## config.mk

```make
export PLATFORM = sky130hd
export DESIGN_NAME = drive_presence_config
export DESIGN_NICKNAME = d
export VERILOG_FILES = /design/src/rtl/presence_pkg.sv /design/src/rtl/interval_timer.sv /design/src/rtl/drive_presence_config.sv
export VERILOG_INCLUDE_DIRS = /design/src /design/src/rtl
export SDC_FILE = /design/constraint.sdc
export NUM_CORES = 1
export LEC_CHECK = 0
export BUFFER_PORTS_ARGS = -buffer_cell sky130_fd_sc_hd__buf_4
export CAP_MARGIN = 20
export CORE_MARGIN = 2
export CORE_UTILIZATION = 25
export CTS_CLUSTER_SIZE = 40
export DETAILED_ROUTE_END_ITERATION = 7
export GPL_TIMING_DRIVEN = 1
export PLACE_DENSITY = 0.5
export SETUP_SLACK_MARGIN = 0.05
export SYNTH_ARGS = -nofsm -noshare
export SYNTH_HDL_FRONTEND = slang
export SYNTH_SLANG_ARGS = --single-unit
```

## constraint.sdc

```tcl
create_clock -name clock -period 4.6 [get_ports clock]
set_input_delay 0.92 -clock clock [delete_from_list [all_inputs] [get_ports clock]]
set_output_delay 0.92 -clock clock [all_outputs]
set_load 0.02 [all_outputs]
```

## src/rtl/presence_cfg.svh

```systemverilog
// constants for the drive presence, strap and pin-sharing block
`ifndef PRESENCE_CFG_SVH
`define PRESENCE_CFG_SVH

// ----------------------------------------------------------------
// clock and timing
// ----------------------------------------------------------------
`define CLOCK_HZ 20000000
`define CYC_PER_MS (`CLOCK_HZ / 1000)
`define SLAVE_ASSERT_MS 400
`define MASTER_WAIT_MS 450
`define SLAVE_HOLD_S 31
`define SLAVE_ASSERT_CYC (`SLAVE_ASSERT_MS * `CYC_PER_MS)
`define MASTER_WAIT_CYC (`MASTER_WAIT_MS * `CYC_PER_MS)
`define SLAVE_HOLD_CYC (`SLAVE_HOLD_S * `CLOCK_HZ)
`define TIMER_W 30

// ----------------------------------------------------------------
// register map
// ----------------------------------------------------------------
`define REG_CTRL 32'h0000_0000
`define REG_STATUS 32'h0000_0004
`define CTRL_SPIN_BIT 0
`define CTRL_FLOAT_BIT 1
`define CTRL_FLOAT_RESET 1'h0
`define STAT_MASTER_BIT 0
`define STAT_DETECT_BIT 1
`define STAT_PRESENCE_BIT 2
`define STAT_SPIN_BIT 3
`define STAT_INHIBIT_BIT 4
`define STAT_WINDOW_BIT 5
`define STAT_FUNC_LSB 6
`define STAT_FLOAT_BIT 8
`define RESP_OKAY 2'h0
`define RESP_SLVERR 2'h2

`endif

```

## src/rtl/presence_pkg.sv

```systemverilog
// types shared by the presence block and its timer
`include "presence_cfg.svh"

package presence_pkg;

	// ----------------------------------------------------------------
	// phases and pin functions
	// ----------------------------------------------------------------
	typedef enum logic [1:0] {ST_STRAP, ST_PRESENCE, ST_OPERATE} phase_t;
	typedef enum logic [1:0] {PIN_FLOAT, PIN_ACTIVITY, PIN_SYNC} pin_func_t;

	// ----------------------------------------------------------------
	// state records
	// ----------------------------------------------------------------
	typedef struct packed {
		phase_t phase;
		logic presence;
		logic isMaster;
		pin_func_t pinFunc;
		logic inhibitStrap;
		logic slaveDetected;
		logic spindleRun;
		logic pinFloat;
		logic timerClear;
		logic [`TIMER_W-1:0] timerLimit;
		logic lineOut;
		logic lineOe;
		logic awReady;
		logic wReady;
		logic haveAw;
		logic haveW;
		logic [31:0] awAddr;
		logic [31:0] wData;
		logic [3:0] wStrb;
		logic bValid;
		logic [1:0] bResp;
		logic arReady;
		logic rValid;
		logic [31:0] rData;
		logic [1:0] rResp;
	} presence_state_t;

	typedef struct packed {
		logic [`TIMER_W-1:0] count;
		logic expired;
	} timer_state_t;

endpackage

```

## src/rtl/interval_timer.sv

```systemverilog
// cycle counter that flags when a loaded limit has elapsed
`timescale 1ns/100ps
`include "presence_cfg.svh"

module interval_timer
	import presence_pkg::*;
(
	input wire logic clock, // system clock
	input wire logic rstSync_n, // synchronised reset, active low
	input wire logic clear, // hold count at zero
	input wire logic [`TIMER_W-1:0] limit, // cycles until expiry
	output logic expired // limit reached, held until clear
);

	timer_state_t s_q;
	timer_state_t s_d;

	// ----------------------------------------------------------------
	// counting
	// ----------------------------------------------------------------
	always_comb begin
		s_d = s_q;
		if (clear) begin
			s_d.count = '0;
			s_d.expired = 1'b0;
		end else if (!s_q.expired) begin
			s_d.count = s_q.count + 1'b1;
			s_d.expired = (s_d.count >= limit);
		end
	end

	always_ff @(posedge clock or negedge rstSync_n) begin
		if (!rstSync_n) begin
			s_q <= '0;
		end else begin
			s_q <= s_d;
		end
	end

	assign expired = s_q.expired;
endmodule

```

## src/rtl/drive_presence_config.sv

```systemverilog
// strap capture, slave presence handshake and shared pin control
`timescale 1ns/100ps
`include "presence_cfg.svh"

module drive_presence_config
	import presence_pkg::*;
#(
	parameter int MASTER_WAIT_CYCLES = `MASTER_WAIT_CYC, // master window
	parameter int SLAVE_HOLD_CYCLES = `SLAVE_HOLD_CYC // slave hold limit
) (
	input wire logic clock, // 20 MHz system clock
	input wire logic reset_n, // power-on or hardware reset, active low
	input wire logic masterSelJumper, // role strap installed
	input wire logic activityLedJumper, // activity strap installed
	input wire logic spindleSyncJumper, // sync strap installed
	input wire logic spinupInhibitJumper, // spin-up inhibit strap installed
	input wire logic slavePresentActivityLineIn, // shared line level
	output logic slavePresentActivityLineOut, // shared line drive level
	output logic slavePresentActivityLineOe, // shared line enable
	input wire logic driveActivity, // drive busy indication
	input wire logic spindleSyncIn, // spindle sync from motor logic
	input wire logic cmdAccept, // valid command accepted, pulse
	input wire logic cmdMediaAccess, // accepted command needs media
	output logic spindleRun, // spindle motor enable
	output logic slaveDetected, // master saw a slave
	output logic presenceActive, // presence phase in progress
	input wire logic awvalid, // write address valid
	output logic awready, // write address ready
	input wire logic [31:0] awaddr, // write address
	input wire logic wvalid, // write data valid
	output logic wready, // write data ready
	input wire logic [31:0] wdata, // write data
	input wire logic [3:0] wstrb, // write byte strobes
	output logic bvalid, // write response valid
	input wire logic bready, // write response ready
	output logic [1:0] bresp, // write response
	input wire logic arvalid, // read address valid
	output logic arready, // read address ready
	input wire logic [31:0] araddr, // read address
	output logic rvalid, // read data valid
	input wire logic rready, // read data ready
	output logic [31:0] rdata, // read data
	output logic [1:0] rresp // read response
);

	// ----------------------------------------------------------------
	// reset synchroniser
	// ----------------------------------------------------------------
	logic [1:0] rstPipe_q;
	logic rstSync_n;

	always_ff @(posedge clock or negedge reset_n) begin
		if (!reset_n) begin
			rstPipe_q <= 2'h0;
		end else begin
			rstPipe_q <= {rstPipe_q[0], 1'b1};
		end
	end

	assign rstSync_n = rstPipe_q[1];

	// ----------------------------------------------------------------
	// helpers
	// ----------------------------------------------------------------
	function automatic logic reg_hit(logic [31:0] addr);
		return ({addr[31:2], 2'b00} == `REG_CTRL) || ({addr[31:2], 2'b00} == `REG_STATUS);
	endfunction

	function automatic logic [31:0] read_word(logic [31:0] addr, presence_state_t st,
		logic window);
		logic [31:0] w;
		w = 32'h0000_0000;
		if ({addr[31:2], 2'b00} == `REG_CTRL) begin
			w[`CTRL_FLOAT_BIT] = st.pinFloat;
		end else if ({addr[31:2], 2'b00} == `REG_STATUS) begin
			w[`STAT_MASTER_BIT] = st.isMaster;
			w[`STAT_DETECT_BIT] = st.slaveDetected;
			w[`STAT_PRESENCE_BIT] = (st.phase == ST_PRESENCE);
			w[`STAT_SPIN_BIT] = st.spindleRun;
			w[`STAT_INHIBIT_BIT] = st.inhibitStrap;
			w[`STAT_WINDOW_BIT] = window;
			w[`STAT_FUNC_LSB +: 2] = st.pinFunc;
			w[`STAT_FLOAT_BIT] = st.pinFloat;
		end
		return w;
	endfunction

	// {level, enable} for the shared line
	function automatic logic [1:0] pin_drive(presence_state_t st, logic act, logic sync);
		logic [1:0] r;
		r = 2'b10;
		if (st.phase == ST_PRESENCE) begin
			r = st.isMaster ? 2'b10 : 2'b01;
		end else if (st.phase == ST_OPERATE && !st.pinFloat) begin
			case (st.pinFunc)
				PIN_ACTIVITY: r = {~act, 1'b1};
				PIN_SYNC: r = {sync, 1'b1};
				default: r = 2'b10;
			endcase
		end
		return r;
	endfunction

	// ----------------------------------------------------------------
	// state
	// ----------------------------------------------------------------
	presence_state_t s_q;
	presence_state_t s_d;
	logic timerExpired;
	logic awTake;
	logic wTake;
	logic arTake;

	interval_timer i_interval_timer (
		.clock(clock),
		.rstSync_n(rstSync_n),
		.clear(s_q.timerClear),
		.limit(s_q.timerLimit),
		.expired(timerExpired)
	);

	always_comb begin
		s_d = s_q;
		awTake = awvalid && s_q.awReady;
		wTake = wvalid && s_q.wReady;
		arTake = arvalid && s_q.arReady;

		unique case (s_q.phase)
			ST_STRAP: begin
				s_d.isMaster = masterSelJumper;
				if (spindleSyncJumper) begin
					s_d.pinFunc = PIN_SYNC;
				end else if (activityLedJumper) begin
					s_d.pinFunc = PIN_ACTIVITY;
				end else begin
					s_d.pinFunc = PIN_FLOAT;
				end
				s_d.inhibitStrap = spinupInhibitJumper;
				s_d.spindleRun = !spinupInhibitJumper;
				s_d.timerClear = 1'b1;
				s_d.timerLimit = masterSelJumper ? `TIMER_W'(MASTER_WAIT_CYCLES)
					: `TIMER_W'(SLAVE_HOLD_CYCLES);
				s_d.phase = ST_PRESENCE;
			end
			ST_PRESENCE: begin
				s_d.timerClear = 1'b0;
				if (s_q.isMaster) begin
					if (!slavePresentActivityLineIn) begin
						s_d.slaveDetected = 1'b1;
					end
					if (timerExpired) begin
						s_d.phase = ST_OPERATE;
					end
				end else begin
					if (cmdAccept || timerExpired) begin
						s_d.phase = ST_OPERATE;
					end
				end
			end
			ST_OPERATE: s_d.timerClear = 1'b1;
			// illegal code falls back to strap sampling
			default: s_d.phase = ST_STRAP;
		endcase

		if (s_q.phase != ST_STRAP && cmdAccept && cmdMediaAccess) begin
			s_d.spindleRun = 1'b1;
		end

		// write channel
		if (awTake) begin
			s_d.haveAw = 1'b1;
			s_d.awAddr = awaddr;
		end
		if (wTake) begin
			s_d.haveW = 1'b1;
			s_d.wData = wdata;
			s_d.wStrb = wstrb;
		end
		if (s_q.bValid && bready) begin
			s_d.bValid = 1'b0;
		end
		if (s_d.haveAw && s_d.haveW && !s_d.bValid) begin
			s_d.haveAw = 1'b0;
			s_d.haveW = 1'b0;
			s_d.bValid = 1'b1;
			s_d.bResp = reg_hit(s_d.awAddr) ? `RESP_OKAY : `RESP_SLVERR;
			if ({s_d.awAddr[31:2], 2'b00} == `REG_CTRL && s_d.wStrb[0]) begin
				s_d.pinFloat = s_d.wData[`CTRL_FLOAT_BIT];
				if (s_d.wData[`CTRL_SPIN_BIT]) begin
					s_d.spindleRun = 1'b1;
				end
			end
		end
		s_d.awReady = !s_d.haveAw && !s_d.bValid;
		s_d.wReady = !s_d.haveW && !s_d.bValid;

		// read channel
		if (s_q.rValid && rready) begin
			s_d.rValid = 1'b0;
		end
		if (arTake) begin
			s_d.rValid = 1'b1;
			s_d.rData = read_word(araddr, s_q, timerExpired);
			s_d.rResp = reg_hit(araddr) ? `RESP_OKAY : `RESP_SLVERR;
		end
		s_d.arReady = !s_d.rValid;

		s_d.presence = (s_d.phase == ST_PRESENCE);
		{s_d.lineOut, s_d.lineOe} = pin_drive(s_d, driveActivity, spindleSyncIn);
	end

	always_ff @(posedge clock or negedge rstSync_n) begin
		if (!rstSync_n) begin
			s_q <= '0;
			s_q.timerClear <= 1'b1;
			s_q.lineOut <= 1'b1;
			s_q.pinFloat <= `CTRL_FLOAT_RESET;
		end else begin
			s_q <= s_d;
		end
	end

	// ----------------------------------------------------------------
	// outputs
	// ----------------------------------------------------------------
	assign slavePresentActivityLineOut = s_q.lineOut;
	assign slavePresentActivityLineOe = s_q.lineOe;
	assign spindleRun = s_q.spindleRun;
	assign slaveDetected = s_q.slaveDetected;
	assign presenceActive = s_q.presence;
	assign awready = s_q.awReady;
	assign wready = s_q.wReady;
	assign bvalid = s_q.bValid;
	assign bresp = s_q.bResp;
	assign arready = s_q.arReady;
	assign rvalid = s_q.rValid;
	assign rdata = s_q.rData;
	assign rresp = s_q.rResp;
endmodule

```

==> results of run 1 <==
[kinds of logic (layout without fill, tap and decap cells)]
family	Yosys count	count (layout)	share of synthesized area
DFF	100	100	0.450
muxes	36	36	0.0731
other	2	26	0.00135
and+or+nand+nor	207	207	0.199
adders and majority gates	20	20	0.0450
AOI/OAI and AO/OA	60	60	0.0767
xor gates and xnor gates	47	47	0.0740
buffers and inverters	81	140	0.0809
[worst min-delay path by stage]
stage,end,slack (ns),cells after the start
2_1_floorplan,rstPipe_q[1]$_DFF_PN0_,0.33,0
3_5_place_dp,rstPipe_q[1]$_DFF_PN0_,0.35,0
6_report,rstPipe_q[1]$_DFF_PN0_,0.34,1
4_1_cts,rstPipe_q[1]$_DFF_PN0_,0.32,1
3_3_place_gp,rstPipe_q[1]$_DFF_PN0_,0.33,0
5_1_grt,rstPipe_q[1]$_DFF_PN0_,0.32,1
[area by class of cell]
class / count / area (um^2) / area share
flip-flops and latches: 100 / 2510 / 0.373
clock buffers: 10 / 229 / 0.0341
well taps: 280 / 350 / 0.0521
multi-input cells: 396 / 2700 / 0.402
inverters: 19 / 71.3 / 0.0106
repair buffers: 105 / 788 / 0.117
clock inverters: 6 / 71.3 / 0.0106
[where the power goes]
| part | leakage (nW) | internal, W | switching (W) | total (W) |
|---|---|---|---|---|
| clock | 0.145 | 0.000428 | 0.000347 | 0.000775 |
| combinational | 1.71 | 0.000229 | 0.000182 | 0.000412 |
| sequential | 1.23 | 0.00105 | 0.0000957 | 0.00115 |
| total | 3.08 | 0.00171 | 0.000625 | 0.00234 |
[Yosys cell counts, drive strengths merged, types with 2 or more instances]
cell type  number  share of area
and2            4         0.0045
nor2           60          0.041
nand4          23          0.030
nor2b           5         0.0056
o211ai          3         0.0040
and3            3         0.0034
a21oi          11         0.0099
mux2           34          0.069
a22o            9          0.014
nand2          30          0.020
a311oi          2         0.0031
clkbuf         17          0.012
nand2b          4         0.0045
buf            45          0.056
a31o            2         0.0031
ha             20          0.045
or3             3         0.0034
o21ai          11          0.012
or4             3         0.0047
mux2i           2         0.0036
dfrtp          98           0.44
conb            2         0.0013
inv            19          0.013
a211oi          2         0.0027
xnor2          27          0.042
dfstp           2         0.0094
nand3b          2         0.0027
nand3          15          0.013
xor2           20          0.031
a31oi           4         0.0045
or2             2         0.0022
a21o            5         0.0067
nor4           27          0.033
nor3           21          0.022
[sequential cells by signal, summed over array words and instances (netlist names), 2 cells and up]
signal / flops
s_q: 46
i_interval_timer.s_q: 30
rdata: 9
rstPipe_q: 2
[routing by layer]
metal | share of wire | global-route usage
met1 | 0.47 | 0.144
met5 | 0 | 0
met2 | 0.48 | 0.176
met3 | 0.043 | 0.0278
met4 | 0.0091 | 0.0251
[through the flow]
step	instances	cell area, um^2	setup slack [ns]	power [W]
after CTS	916	6720	1.07	0.00238
after global placement	900	6420	1.10	0.00157
after floorplan	577	5660	1.56	0.00145
after detailed placement	900	6420	1.08	0.00158
after global routing	916	6720	0.791	0.00247
final	916	6720	1.12	0.00234
==> metrics, run 1 <==
status=complete, no violations; CP Depth=16; First-pass DRT Iterations=4; R2R setup slack=1.12 ns; CP max stage cell=dfrtp_1; path type of the worst setup path=reg2reg; clk buf depth=2; layout cells sized above 1=0.272; Critical Path End=i_interval_timer.expired$_DFF_PN0_; Crit path top cell by count=nand4_1; port bufs=99; most frequent cells in the layout=buf_4, dfrtp_1, nor2_1, mux2_2, nand2_1; Ys Warns=0; Yosys reg bits=100; Area Overhead vs Synth=20.7%; Final Max Tran Viols=0; H-tree depth=3; vias=4,143; delay-heaviest family, CP=simple AND/OR/NAND/NOR gates; R2R Path Start=i_interval_timer.s_q[1]$_DFFE_PN0P_; largest fanout on the critical path=8; Setup crit start=i_interval_timer.s_q[1]$_DFFE_PN0P_; leak pwr=3.08 nW; hold slack=0.336 ns; Final Cycle Share=0.757; first-pass GRT wire length=20,800 um; Hold Fails Final Rpt=0; clk slew on worst S/H paths=0.07 ns; RSZ-0062 raised after global routing=false; Worst R2R End=i_interval_timer.expired$_DFF_PN0_; Routability Congestion=0.771; total grt overflow=0; Post-synth EDFFs=0; Synth async-reset ratio=1.00; # IOs=162; CTS root buffer=clkbuf_16; setup TNS=0 ns; DP HPWL=9160 um; commonest non-fill, non-tap cell in the layout=buf_4; CP Capture Type=register; Post-CTS Hold Fix Bufs=0; CP arrival=3.77 ns; maximum clock frequency=0.287 GHz; R2R depth=16; critical-path cell list=ha_1, nand4_1, nor3_2, nand4_1, buf_4, nor2_1, nand2_1, xnor2_1, ha_1, nand4_1, nor2_1, nand2_1, o211ai_1, o2111ai_1, o211ai_1, a41o_1; CTS tree=done; TritonCTS Buffers=9; initial DRC count=123; Crit path buffers/inverters=1; Core Util, Final=0.308; CP Launch Type=register; die area=23,500 um^2; DRC Markers=0; Mapped Avg Cell Area=10.1 um^2; DRT antenna net count=0; skew final=0.00882 ns; final setup fails=0; Critical Path RT=4.89 ns; fillers=2,278; min-delay worst type=in2async; initial antenna violation count=0; Most used DFF post-synth=dfrtp_1; # resized after CTS=0; Ant. Diodes=0; Worst Tran Pin Value=0.843 ns; Synth cell types=61; Post-Syn Area=5570 um^2; Peak VDD IR=0.228 mV; fin crit period=3.48 ns; Worst path max stage delay=0.41 ns; die height=153 um; Core Area=21,800 um^2; FP Rows=54; final wirelength=12,400 um; GRT Total Usage=0.108; sequential area share after synthesis=0.450; latest clock arrival within the worst-skew pair=0.35 ns; vias in the first global route=4,006; Die W=153 um; Layout Nets=767; Avg WL per Cell=13.5 um; Setup Fix Bufs, Post-CTS=0; max_cap viols=0; Starting Density=0.255; pwr dens=348 nW/um^2; largest net degree at the start of global routing=66; Rel. slew slack=0.438; Vias/cell=4.52; Cells after Synth=553; clock net sink count=100
(Power assumes the default switching activity.)
==> run 2, diff against run 1 <==
Clock period 4.6 ns to 3.25 ns, I/O delays scaled along.
==> run 2 against run 1 <==
Net effect:
- register-to-register slack worse by 0.89 ns
- routed wire length grew 2.8%
- clock skew is 0.0011 ns lower
- via count is 0.72% higher
- fmax rose by 15%
- global-route usage rose by 0.34 points
- clock power rose by 30%
- power rose by 38%
- cell area up 2.4%
- hold slack worse by 0.26 ns
- first-iteration DRC count grew 1.6%
- critical path depth decreased by 3
- largest power group unchanged
==> metrics, run 2 (synthesized netlist as in run 1, its figures left out) <==
commonest non-fill, non-tap cell in the layout=buf_4; vias in the first global route=4,171 (+4.1%); layout cells sized above 1=0.300 (+0.0283); First-pass DRT Iterations=4 (unchanged); pwr dens=468 nW/um^2 (+35%); R2R Path Start=i_interval_timer.s_q[1]$_DFFE_PN0P_; CP max stage cell=dfrtp_1; clk buf depth=2 (unchanged); Crit path top cell by count=a21o_1; H-tree depth=3 (unchanged); RSZ-0062 raised after global routing=true; Routability Congestion=0.783 (+1.6%); die height=153 um (unchanged); CTS root buffer=clkbuf_16; Final Cycle Share=0.931 (+0.174); final setup fails=0 (unchanged); Area Overhead vs Synth=23.7%; initial antenna violation count=0 (unchanged); R2R setup slack=0.22 ns (-0.89 ns); clock net sink count=100 (unchanged); path type of the worst setup path=reg2reg; Final Max Tran Viols=0 (unchanged); critical-path cell list=buf_4, nand3_1, nor3_2, nand4_1, xnor2_1, ha_1, a21o_1, a21o_1, a21oi_1, o41ai_1, a311oi_1, o211ai_1, a41o_1; Hold Fails Final Rpt=0 (unchanged); register area=2510 um^2 (unchanged); Core Area=21,800 um^2 (unchanged); initial DRC count=125 (+1.6%); clk slew on worst S/H paths=0.07 ns (about the same); # IOs=162 (unchanged); most frequent cells in the layout=buf_4, dfrtp_1, nor2_1, mux2_2, nand2_1; max_cap viols=0 (unchanged); Placement Cell Area=6570 um^2 (+2.3%); Placed Cells incl. Taps=918 (+2.0%); CP Depth=13 (-3); largest net degree at the start of global routing=84 (+27%); Rel. slew slack=0.549 (+0.111); vias=4,173 (+0.72%); port bufs=99 (unchanged); fin crit period=3.03 ns (-0.458 ns); R2R depth=13 (-3); DRC Markers=0 (unchanged); final wirelength=12,800 um (+2.8%); Vias/cell=4.46 (-1.4%); Ant. Diodes=0 (unchanged); CTS tree=done; Starting Density=0.255 (unchanged); Non-Filler Instances=936 (+2.2%); leak pwr=3.19 nW (+3.4%); skew final=0.00774 ns (-0.00108 ns); Avg WL per Cell=13.6 um (+0.64%); Worst R2R End=i_interval_timer.expired$_DFF_PN0_; area of the multi-input gates=2720 um^2 (+0.65%); Setup crit start=i_interval_timer.s_q[1]$_DFFE_PN0P_; CP Launch Type=register; die area=23,500 um^2 (unchanged); CP arrival=3.26 ns (-0.51 ns); first-pass GRT wire length=21,300 um (+2.8%); maximum clock frequency=0.331 GHz (+15%); largest fanout on the critical path=5 (-3); Peak VDD IR=0.254 mV (+12%); Layout Nets=788 (+2.7%); total grt overflow=0 (unchanged); Crit path buffers/inverters=1 (unchanged); FP Rows=54 (unchanged); delay-heaviest family, CP=compound AO/OA/AOI/OAI gates; CP Capture Type=register; status=complete, no violations; Worst Tran Pin Value=0.670 ns (-0.173 ns); Top reg by flops=s_q; latest clock arrival within the worst-skew pair=0.34 ns (about the same); Post-CTS Hold Fix Bufs=0 (unchanged); fillers=2,310 (+1.4%); GRT Total Usage=0.111 (+0.00341); Finished Cell Area=6880 um^2 (+2.4%); Die W=153 um (unchanged); DRT antenna net count=0 (unchanged); DP HPWL=9610 um (+5.0%); TritonCTS Buffers=9 (unchanged); Worst path max stage delay=0.39 ns (-0.02 ns); max reg flops=46 (unchanged); min-delay worst type=in2async; Critical Path RT=3.48 ns (-1.41 ns)
==> run 2: layer usage <==
metal | global-route usage | wire length (um) | up-vias
met5 | 0 | 0 | -
met4 | 0.0220 | 99 | 0
met3 | 0.0312 | 619 | 7
met2 | 0.188 | 6130 | 90
met1 | 0.144 | 5910 | 1981
li1 | - | - | 2095
==> run 2: where the power goes <==
| group | switching [W] | internal [W] | total, W |
|---|---|---|---|
| clock | 0.000473 | 0.000539 | 0.00101 |
| combinational | 0.000266 | 0.000326 | 0.000592 |
| sequential | 0.000124 | 0.00149 | 0.00161 |
==> run 2: repair_timing <==
action,CTS,global route
endpoints found under the setup margin,1,1
pin swaps,1,6
buffers inserted,1,2
hold endpoints to repair,0,0
gates resized for setup,1,3
==> run 2: final cells by class <==
| class | count | share of cell area |
|---|---|---|
| repair buffers | 126 | 0.139 |
| inverters | 19 | 0.0104 |
| flip-flops and latches | 100 | 0.365 |
| clock buffers | 10 | 0.0347 |
| multi-input cells | 396 | 0.395 |
| clock inverters | 5 | 0.00527 |
| well taps | 280 | 0.0509 |
==> run 2: worst max path at each step <==
stage,to
after detailed placement,i_interval_timer.expired$_DFF_PN0_
after floorplan,i_interval_timer.expired$_DFF_PN0_
after CTS,i_interval_timer.expired$_DFF_PN0_
after global placement,i_interval_timer.expired$_DFF_PN0_
final,i_interval_timer.expired$_DFF_PN0_
after global routing,i_interval_timer.expired$_DFF_PN0_
==> run 2: through the flow <==
stage | power, W | util | hold WS, ns | setup WS, ns | TNS, ns
6_report | 0.00322 | 0.315 | 0.0761 | 0.225 | 0
5_1_grt | 0.00342 | 0.315 | 0.0473 | -0.126 | -0.126
4_1_cts | 0.00329 | 0.314 | 0.0560 | 0.0829 | 0
3_5_place_dp | 0.00224 | 0.301 | 0.191 | 0.0353 | 0
3_3_place_gp | 0.00223 | 0.301 | 0.191 | 0.0402 | 0
2_1_floorplan | 0.00205 | - | 0.331 | 0.211 | 0
